<file path="src/common/tbpc_map.svh">
// Register offsets, field positions, reset values and prescale counts of the timer unit.
// Assumes an 8-bit Avalon-MM byte address presented by the bus fabric.
`ifndef TBPC_MAP_SVH
`define TBPC_MAP_SVH

// ============================================================================
// Register byte offsets
// ============================================================================
`define TBPC_OFS_CTRL_ONE   8'h00
`define TBPC_OFS_CORE_ONE   8'h04
`define TBPC_OFS_AUX_ONE    8'h08
`define TBPC_OFS_CTRL_TWO   8'h0C
`define TBPC_OFS_CORE_TWO   8'h10
`define TBPC_OFS_AUX_TWO    8'h14
`define TBPC_OFS_IRQ_STAT   8'h18
`define TBPC_OFS_IRQ_CLR    8'h1C
`define TBPC_OFS_IRQ_EN     8'h20

// ============================================================================
// Control register fields
// ============================================================================
`define TBPC_F_BPS_LSB      0
`define TBPC_F_CORE_IND_LSB 2
`define TBPC_F_CORE_RUN     5
`define TBPC_F_CORE_DOWN    6
`define TBPC_F_AUX_IND_LSB  7
`define TBPC_F_AUX_RUN      10
`define TBPC_F_AUX_DOWN     11
`define TBPC_F_CONCAT       12
`define TBPC_CTRL_BITS      13
`define TBPC_CTRL_RESET     13'h0000

// ============================================================================
// Basic clock periods in system clocks (half the two-cycle span)
// ============================================================================
`define TBPC_B1_PER_01      6'h04
`define TBPC_B1_PER_00      6'h08
`define TBPC_B1_PER_11      6'h10
`define TBPC_B1_PER_10      6'h20
`define TBPC_B2_PER_01      6'h02
`define TBPC_B2_PER_00      6'h04
`define TBPC_B2_PER_11      6'h08
`define TBPC_B2_PER_10      6'h10

`endif

</file>
<file path="src/common/tbpc_pkg.sv">
// Types shared by the timer unit.
// Assumes the map header supplies all numeric constants except the prescale select codes defined here.
package tbpc_pkg;
    typedef enum logic [1:0]
    {
        TBPC_BPS_DEF  = 2'b00,
        TBPC_BPS_FAST = 2'b01,
        TBPC_BPS_SLOW = 2'b10,
        TBPC_BPS_MID  = 2'b11
    } tbpc_bps_e;
    typedef logic [2:0] tbpc_ind_t;
endpackage

</file>
<file path="src/rtl/tbpc_timer_unit.sv">
// Two timer blocks, each with a block prescaler, a core timer and an auxiliary timer.
// Assumes a 100 MHz system clock and an Avalon-MM master that holds requests.
`include "tbpc_map.svh"
`timescale 1ns/1ps
`default_nettype none

module tbpc_timer_unit #(
    parameter int W = 16
) (
    input  wire logic        clk_i,
    input  wire logic        rst_n_i,
    input  wire logic [7:0]  avs_address_i,
    input  wire logic        avs_read_i,
    input  wire logic        avs_write_i,
    input  wire logic [31:0] avs_writedata_i,
    output logic      [31:0] avs_readdata_o,
    output logic             avs_waitrequest_o,
    output logic             irq_o
);

    // ========================================================================
    // Reset release
    // ========================================================================
    logic rst_s1_q;
    logic rst_n;

    always_ff @(posedge clk_i or negedge rst_n_i)
    begin
        if (!rst_n_i)
        begin
            rst_s1_q <= 1'b0;
            rst_n    <= 1'b0;
        end
        else
        begin
            rst_s1_q <= 1'b1;
            rst_n    <= rst_s1_q;
        end
    end

    // ========================================================================
    // Bus slave
    // ========================================================================
    // One wait state per access gives a registered read path without a mux chain.
    logic ack_q;
    logic wr_en;
    logic [31:0] rdata_d;
    logic [31:0] rdata_q;

    assign avs_waitrequest_o = (avs_read_i | avs_write_i) & ~ack_q;
    assign wr_en             = avs_write_i & ack_q;
    assign avs_readdata_o    = rdata_q;

    always_ff @(posedge clk_i or negedge rst_n)
    begin
        if (!rst_n)
            ack_q <= 1'b0;
        else
            ack_q <= (avs_read_i | avs_write_i) & ~ack_q;
    end

    logic [`TBPC_CTRL_BITS-1:0] ctrl_q [2];
    logic [W-1:0]               core_q [2];
    logic [W-1:0]               aux_q  [2];
    logic [3:0]                 stat_q;
    logic [3:0]                 en_q;

    always_comb
    begin
        rdata_d = 32'h0000_0000;
        case (avs_address_i)
            `TBPC_OFS_CTRL_ONE: rdata_d[`TBPC_CTRL_BITS-1:0] = ctrl_q[0];
            `TBPC_OFS_CORE_ONE: rdata_d[W-1:0] = core_q[0];
            `TBPC_OFS_AUX_ONE:  rdata_d[W-1:0] = aux_q[0];
            `TBPC_OFS_CTRL_TWO: rdata_d[`TBPC_CTRL_BITS-1:0] = ctrl_q[1];
            `TBPC_OFS_CORE_TWO: rdata_d[W-1:0] = core_q[1];
            `TBPC_OFS_AUX_TWO:  rdata_d[W-1:0] = aux_q[1];
            `TBPC_OFS_IRQ_STAT: rdata_d[3:0] = stat_q;
            `TBPC_OFS_IRQ_EN:   rdata_d[3:0] = en_q;
            default:            rdata_d = 32'h0000_0000;
        endcase
    end

    always_ff @(posedge clk_i or negedge rst_n)
    begin
        if (!rst_n)
            rdata_q <= 32'h0000_0000;
        else if (avs_read_i & ~ack_q)
            rdata_q <= rdata_d;
    end

    // ========================================================================
    // Block prescalers and individual prescalers
    // ========================================================================
    logic [5:0] per      [2];
    logic [5:0] bcnt_q   [2];
    logic       btick    [2];
    logic [6:0] icnt_q   [2];
    logic       core_tk  [2];
    logic       aux_tk   [2];
    logic       core_cy  [2];
    logic       aux_cy   [2];
    logic       aux_step [2];

    function automatic logic [6:0] ind_mask(input tbpc_pkg::tbpc_ind_t sel);
        ind_mask = 7'(({7'h00, 1'b1} << sel) - 8'h01);
    endfunction

    always_comb
    begin
        case (tbpc_pkg::tbpc_bps_e'(ctrl_q[0][`TBPC_F_BPS_LSB +: 2]))
            tbpc_pkg::TBPC_BPS_FAST: per[0] = `TBPC_B1_PER_01;
            tbpc_pkg::TBPC_BPS_DEF:  per[0] = `TBPC_B1_PER_00;
            tbpc_pkg::TBPC_BPS_MID:  per[0] = `TBPC_B1_PER_11;
            default:                 per[0] = `TBPC_B1_PER_10;
        endcase
        case (tbpc_pkg::tbpc_bps_e'(ctrl_q[1][`TBPC_F_BPS_LSB +: 2]))
            tbpc_pkg::TBPC_BPS_FAST: per[1] = `TBPC_B2_PER_01;
            tbpc_pkg::TBPC_BPS_DEF:  per[1] = `TBPC_B2_PER_00;
            tbpc_pkg::TBPC_BPS_MID:  per[1] = `TBPC_B2_PER_11;
            default:                 per[1] = `TBPC_B2_PER_10;
        endcase
    end

    // A prescaler change takes effect at once; a counter beyond the new period
    // restarts, which software covers by reinitialising the block afterwards.
    always_ff @(posedge clk_i or negedge rst_n)
    begin
        if (!rst_n)
        begin
            for (int b = 0; b < 2; b++)
            begin
                bcnt_q[b] <= 6'h00;
                icnt_q[b] <= 7'h00;
            end
        end
        else
        begin
            for (int b = 0; b < 2; b++)
            begin
                bcnt_q[b] <= btick[b] ? 6'h00 : 6'(bcnt_q[b] + 6'h01);
                if (btick[b])
                    icnt_q[b] <= 7'(icnt_q[b] + 7'h01);
            end
        end
    end

    generate
        for (genvar g = 0; g < 2; g++)
        begin : g_blk
            logic [6:0] cmask;
            logic [6:0] amask;
            logic       concat;
            logic       adn;
            assign btick[g]  = (bcnt_q[g] >= 6'(per[g] - 6'h01));
            assign cmask     = ind_mask(ctrl_q[g][`TBPC_F_CORE_IND_LSB +: 3]);
            assign amask     = ind_mask(ctrl_q[g][`TBPC_F_AUX_IND_LSB +: 3]);
            assign concat    = ctrl_q[g][`TBPC_F_CONCAT];
            assign core_tk[g] = btick[g] & ctrl_q[g][`TBPC_F_CORE_RUN]
                              & ((icnt_q[g] & cmask) == cmask);
            assign aux_tk[g]  = btick[g] & ctrl_q[g][`TBPC_F_AUX_RUN]
                              & ((icnt_q[g] & amask) == amask);
            assign core_cy[g] = core_tk[g] & (ctrl_q[g][`TBPC_F_CORE_DOWN]
                              ? (core_q[g] == '0) : (core_q[g] == '1));
            // In concatenation the auxiliary follows the core carry only.
            assign aux_step[g] = concat ? core_cy[g] : aux_tk[g];
            // A local copy of the direction keeps this net sensitive to control writes.
            assign adn         = concat ? ctrl_q[g][`TBPC_F_CORE_DOWN]
                                        : ctrl_q[g][`TBPC_F_AUX_DOWN];
            assign aux_cy[g]   = aux_step[g] & (adn ? (aux_q[g] == '0) : (aux_q[g] == '1));
        end
    endgenerate

    function automatic logic aux_dn(input int b);
        aux_dn = ctrl_q[b][`TBPC_F_CONCAT] ? ctrl_q[b][`TBPC_F_CORE_DOWN]
                                           : ctrl_q[b][`TBPC_F_AUX_DOWN];
    endfunction

    // ========================================================================
    // Control registers
    // ========================================================================
    always_ff @(posedge clk_i or negedge rst_n)
    begin
        if (!rst_n)
        begin
            ctrl_q[0] <= `TBPC_CTRL_RESET;
            ctrl_q[1] <= `TBPC_CTRL_RESET;
        end
        else if (wr_en)
        begin
            if (avs_address_i == `TBPC_OFS_CTRL_ONE)
                ctrl_q[0] <= avs_writedata_i[`TBPC_CTRL_BITS-1:0];
            if (avs_address_i == `TBPC_OFS_CTRL_TWO)
                ctrl_q[1] <= avs_writedata_i[`TBPC_CTRL_BITS-1:0];
        end
    end

    // ========================================================================
    // Timers
    // ========================================================================
    // A software load wins over a count in the same cycle.
    always_ff @(posedge clk_i or negedge rst_n)
    begin
        if (!rst_n)
        begin
            for (int b = 0; b < 2; b++)
            begin
                core_q[b] <= '0;
                aux_q[b]  <= '0;
            end
        end
        else
        begin
            for (int b = 0; b < 2; b++)
            begin
                if (wr_en && avs_address_i == (b == 0 ? `TBPC_OFS_CORE_ONE : `TBPC_OFS_CORE_TWO))
                    core_q[b] <= avs_writedata_i[W-1:0];
                else if (core_tk[b])
                    core_q[b] <= ctrl_q[b][`TBPC_F_CORE_DOWN] ? W'(core_q[b] - 1'b1)
                                                              : W'(core_q[b] + 1'b1);
                if (wr_en && avs_address_i == (b == 0 ? `TBPC_OFS_AUX_ONE : `TBPC_OFS_AUX_TWO))
                    aux_q[b] <= avs_writedata_i[W-1:0];
                else if (aux_step[b])
                    aux_q[b] <= aux_dn(b) ? W'(aux_q[b] - 1'b1)
                                          : W'(aux_q[b] + 1'b1);
            end
        end
    end

    // ========================================================================
    // Interrupts
    // ========================================================================
    logic [3:0] ev;
    assign ev = {aux_cy[1], core_cy[1], aux_cy[0], core_cy[0]};

    always_ff @(posedge clk_i or negedge rst_n)
    begin
        if (!rst_n)
            stat_q <= 4'h0;
        else if (wr_en && avs_address_i == `TBPC_OFS_IRQ_CLR)
            stat_q <= (stat_q & ~avs_writedata_i[3:0]) | ev;
        else
            stat_q <= stat_q | ev;
    end

    always_ff @(posedge clk_i or negedge rst_n)
    begin
        if (!rst_n)
            en_q <= 4'h0;
        else if (wr_en && avs_address_i == `TBPC_OFS_IRQ_EN)
            en_q <= avs_writedata_i[3:0];
    end

    assign irq_o = |(stat_q & en_q);

endmodule

`default_nettype wire

</file>
<file path="config.mk">
export PLATFORM = sky130hd
export DESIGN_NAME = tbpc_timer_unit
export DESIGN_NICKNAME = d
export VERILOG_FILES = /design/src/common/tbpc_pkg.sv /design/src/rtl/tbpc_timer_unit.sv
export VERILOG_INCLUDE_DIRS = /design/src /design/src/common
export SDC_FILE = /design/constraint.sdc
export NUM_CORES = 1
export LEC_CHECK = 0
export BUFFER_PORTS_ARGS = -buffer_cell sky130_fd_sc_hd__buf_2
export CAP_MARGIN = 20
export CORE_UTILIZATION = 52
export CTS_CLUSTER_DIAMETER = 200
export DETAILED_ROUTE_END_ITERATION = 7
export PLACE_DENSITY = 0.67
export SLEW_MARGIN = 20
export SYNTH_ARGS = -nofsm -noshare
export SYNTH_HDL_FRONTEND = slang
export SYNTH_SLANG_ARGS = --single-unit
</file>
<file path="constraint.sdc">
create_clock -name clk_i -period 14.3 [get_ports clk_i]
set_clock_uncertainty 0.2 [all_clocks]
set_input_delay 2.86 -clock clk_i [delete_from_list [all_inputs] [get_ports clk_i]]
set_output_delay 2.86 -clock clk_i [all_outputs]
set_load 0.005 [all_outputs]
</file>
=== Yosys cells after proc, flatten, opt, wreduce, memory -nomap -nowiden ===
Cells that the tools add are included.

* Flip-flop bits (word level): 143
* Latch bits: 0
* Memory bits (writable): 0
* ROM bits: 0
* Logic and storage cells: 134
* Memories kept: 0

* $add $sub $neg: 18
* Multipliers: 0
* Divide/modulo/power cells: 0
* Order comparisons: 2
* Equality and inequality tests: 20
* Shift-type cells: 4
* Multiplexer cells: 28
* Bitwise logic cells: 26
* Reductions and logical operators: 20

{| class="wikitable"
|+ Operators by type and width
! operator !! count
|-
| 16-bit two-way mux || 12
|-
| 16-bit by 1-bit adder with 16-bit output, second input constant || 4
|-
| 16-bit == test, second input constant || 4
|-
| 16-bit logical NOT || 4
|-
| 16-bit by 1-bit subtractor with 16-bit output, second input constant || 4
|-
| 9-bit case mux with 6 select lines || 1
|-
| 8-bit by 5-bit == test with 1-bit output, second input constant || 4
|-
| 4-bit case mux with 8 select lines || 1
|-
| 7-bit bitwise AND || 4
|-
| 7-bit == test || 4
|-
| 1-bit by 3-bit left shift with 7-bit output, first input constant || 4
|-
| 7-bit by 1-bit subtractor with 7-bit output, second input constant || 4
|-
| 6-bit case mux with 3 select lines || 1
|-
| 8-bit by 4-bit == test with 1-bit output, second input constant || 2
|-
| 1-bit bitwise AND || 15
|-
| 5-bit case mux with 3 select lines || 1
|-
| 7-bit by 1-bit adder with 7-bit output, second input constant || 2
|-
| 6-bit by 1-bit adder with 6-bit output, second input constant || 2
|-
| 6-bit greater-or-equal comparator || 2
|-
| 6-bit two-way mux || 2
|-
| 3-bit case mux with 4 select lines || 1
|-
| 6-bit by 1-bit subtractor with 6-bit output, second input constant || 2
|-
| 4-bit bitwise AND || 2
|-
| 8-bit by 3-bit == test with 1-bit output, second input constant || 1
|-
| other kinds (15) || 35
|}

=== Logic depth before layout (Yosys ltp) ===
* Word-level depth: 11
* Mapped depth: 14

=== Worst setup path before layout ===
OpenSTA, ideal clock, no wires.

* Kind: input to output
* Start point: in avs_write_i
* End point: out avs_waitrequest_o
* Data arrival time: 3.007 ns
* Data required time: 11.240 ns
* Slack: 8.233 ns
* Stages on the path: 2
* Path buffers: 0
* Cells stage by stage: nor2_1 > nor2_1

* Cells in the longest elaborated chain, start to end: 2

{| class="wikitable"
|+ RTL lines
! item !! RTL line !! RTL
|-
| start: declaration || tbpc_timer_unit.sv:14 || <nowiki>input wire logic avs_write_i,</nowiki>
|-
| 1-bit bitwise OR || tbpc_timer_unit.sv:50 || <nowiki>assign avs_waitrequest_o = (avs_read_i | avs_write_i) & ~ack_q;</nowiki>
|-
| 1-bit bitwise AND || tbpc_timer_unit.sv:50 ||
|-
| end: declaration || tbpc_timer_unit.sv:17 || <nowiki>output logic avs_waitrequest_o,</nowiki>
|}

No other way between the ends.

=== Final worst setup path ===
Ends and elaborated chain as after synthesis.

==> metrics.txt <==
status=finished clean; setup TNS=0 ns; vias=8,797; Rel. slew slack=0.252; mux share of post-synthesis cell area=0.0718; syn avg cell area=8.87 um^2; max cap viols=0; Worst path depth=4; most instantiated library cell after synthesis=dfrtp_1; EDFF count, synth=0; Final Hold Vio Count=0; Mapped Area=0.0102 mm^2; Final Cycle Share=0.440; IO Pins=78; drt wl/cell=19.8 um; Synth top area share=0.352; slowest stage delay, CP=0.12 ns; Die Ht=142 um; Startpoint Class=input pin; Max Freq=159 MHz; GRT Total Usage=0.295; routability cong.=0.959; clk buf depth=2; CP Cell Sequence=buf_2 > nor2_1 > nor2_1 > buf_2; final setup fails=0; Crit Reg-Reg Startpoint=ctrl_q[19]$_DFFE_PN0P_; Routed WL=28.7 mm; post-DP HPWL=20.4 mm; Crit. End Element=output port; initial core utilization=0.536; register bit total from synthesis=143; IO Port Bufs=45; final max-slew violation count=0; Worst Path Buf+Inv=2; cts repair resizes=0; DRT Pass-1 Iters=5; Worst Setup SP=avs_write_i; WP data arrival=3.24 ns; clock root buffer=clkbuf_16; Simple-Gate Fraction of Synth Area=0.169; Post-DP Area=0.0105 mm^2; htree depth=4; Synth Area in Compound Gates=0.209; crit-path max FO=3; unrepaired setup endpoints after global routing=no; synth top area cells=dfrtp_1 35%, ha_1 8.6%, a21oi_1 4.7%; Setup Buffers After CTS=0; adder-cell share of the synthesized area=0.0941; Critical Path End=avs_waitrequest_o; largest net degree at the start of global routing=76; worst r2r dst=aux_q[28]$_DFFE_PN0P_; setup slack, reg-to-reg=9.74 ns; Syn Inst Count=1,145; Crit path required time=11.24 ns; Hold Path Class=register to register; CTS tree=done; Vias/cell=6.07; drt initial violations=819; Power Dens Cells=147 mW/mm^2; Reg2Reg Depth=12; Core Rows=50; Max VDD drop=0.121 mV; clk slew on worst S/H paths=0.06 ns; post-route cell area=0.0112 mm^2; initial antenna violation count=0; share of layout cells above drive strength 1=0.114; n_diodes=0; DRC=0; largest family of logic cells by synthesized area=compound AO/OA/AOI/OAI gates; post-synthesis xor/xnor area fraction=0.0595; nets@finish=1,294; top cell type by total area after synthesis=dfrtp_1; asr flop ratio synth=1.00; Yosys cell types=68; total gr overflow=0; TritonCTS buffer count=17; Total Power=1.64 mW; post-layout minimum cycle time=6.30 ns; number of global-route vias before repair=8,040; top cells by count, synth=143 x dfrtp_1, 121 x nor2_1, 105 x nand2_1; cell leakage power=4.97 nW; Hold Buf Count CTS=0; critical path type=input pin to output port; Slowest-stage cell, CP=buf_2; worst slew pin tran=1.12 ns; Syn. warnings=0; Die Wd=142 um; ANT nets after route=0; Main synth FF type=dfrtp_1; register area share after synthesis=0.352; Area Growth Syn to Fin=9.89%; Core ar.=0.0190 mm^2; CP delay by family, top=buffers and inverters; clock latency on the worst-skew pair=0.43 ns; Clock Sinks=143; first-pass GRT wire length=44.6 mm; Die ar.=0.0201 mm^2
## power by group
part           leakage, nW  internal, mW  switching (mW)
Clock                0.283         0.277           0.193
Combinational         2.88         0.268           0.287
Sequential            1.80         0.480           0.135
Total                 4.97          1.02           0.616
## routing by layer
layer,GRT usage,share of wire,up-vias
met5,0,0,-
met1,0.421,0.45,4186
li1,-,-,4204
met3,0.0547,0.080,44
met2,0.437,0.44,363
met4,0.122,0.032,0
## kinds of logic (layout without fill, tap and decap cells)
group | count (synthesis) | count (layout)
AND/OR/NAND/NOR | 371 | 371
adder cells (fa/ha/maj) | 74 | 74
AO/OA/AOI/OAI | 323 | 323
other | 2 | 19
flip-flops | 143 | 143
buffers and inverters | 94 | 121
multiplexers | 69 | 69
XOR/XNOR | 69 | 69
## cell usage in the layout, fill, tap and decap left out, drive strengths merged, types with 6 or more instances in the layout
cell type,instances
a21boi,7
nand4,21
o211ai,8
o21a,13
or3,7
a211oi,7
and3,7
nor2b,15
mux2,31
conb,19
a22oi,37
nand2b,16
inv,41
nor2,121
xnor2,48
buf,52
nor4,15
nand2,105
dfrtp,143
a21o,22
a22o,7
a221oi,14
mux2i,38
o21ai,72
a21oi,97
ha,70
clkbuf,17
nor3,27
nand3,19
a41oi,6
xor2,21
## registers in the layout (all words and copies together), names as in the netlist
signal,count
core_q,32
ctrl_q,26
rst_s1_q,1
aux_q,32
bcnt_q,12
en_q,4
avs_readdata_o,16
rst_n,1
ack_q,1
icnt_q,14
stat_q,4
## layout make-up
class	count	area [um^2]
sequential	143	3580
clock inverter	15	185
timing repair buffer	52	298
fill	1746	7790
inverter	37	139
tap	260	325
clock buffer	17	425
multi-input combinational	925	6210
## worst register-to-register path: cells and delay by family (launching register included)
family | cells | cell delay, ns
AO/OA/AOI/OAI | 7 | 1.49
multiplexers | 1 | 0.69
flip-flops | 1 | 0.68
buffers and inverters | 1 | 0.48
adder cells (fa/ha/maj) | 1 | 0.45
AND/OR/NAND/NOR | 2 | 0.45
## how the worst min path moves through the flow
stage	start	end	cells past startpoint
after floorplan	rst_s1_q$_DFF_PN0_	rst_n$_DFF_PN0_	0
after global placement	rst_s1_q$_DFF_PN0_	rst_n$_DFF_PN0_	0
after detailed placement	rst_s1_q$_DFF_PN0_	rst_n$_DFF_PN0_	0
after CTS	rst_s1_q$_DFF_PN0_	rst_n$_DFF_PN0_	0
after global routing	rst_s1_q$_DFF_PN0_	rst_n$_DFF_PN0_	0
final	rst_s1_q$_DFF_PN0_	rst_n$_DFF_PN0_	0
## through the flow
| step | hold slack, ns | utilization | worst slack [ns] | instances |
|---|---|---|---|---|
| floorplan | 0.131 | - | 8.23 | 1162 |
| global placement | 0.136 | 0.555 | 8.01 | 1416 |
| detailed placement | 0.139 | 0.555 | 8.01 | 1416 |
| CTS | 0.154 | 0.587 | 8.00 | 1448 |
| global route | 0.170 | 0.589 | 7.99 | 1449 |
| finish | 0.151 | 0.589 | 8.00 | 1449 |
(Power assumes the default switching activity.)
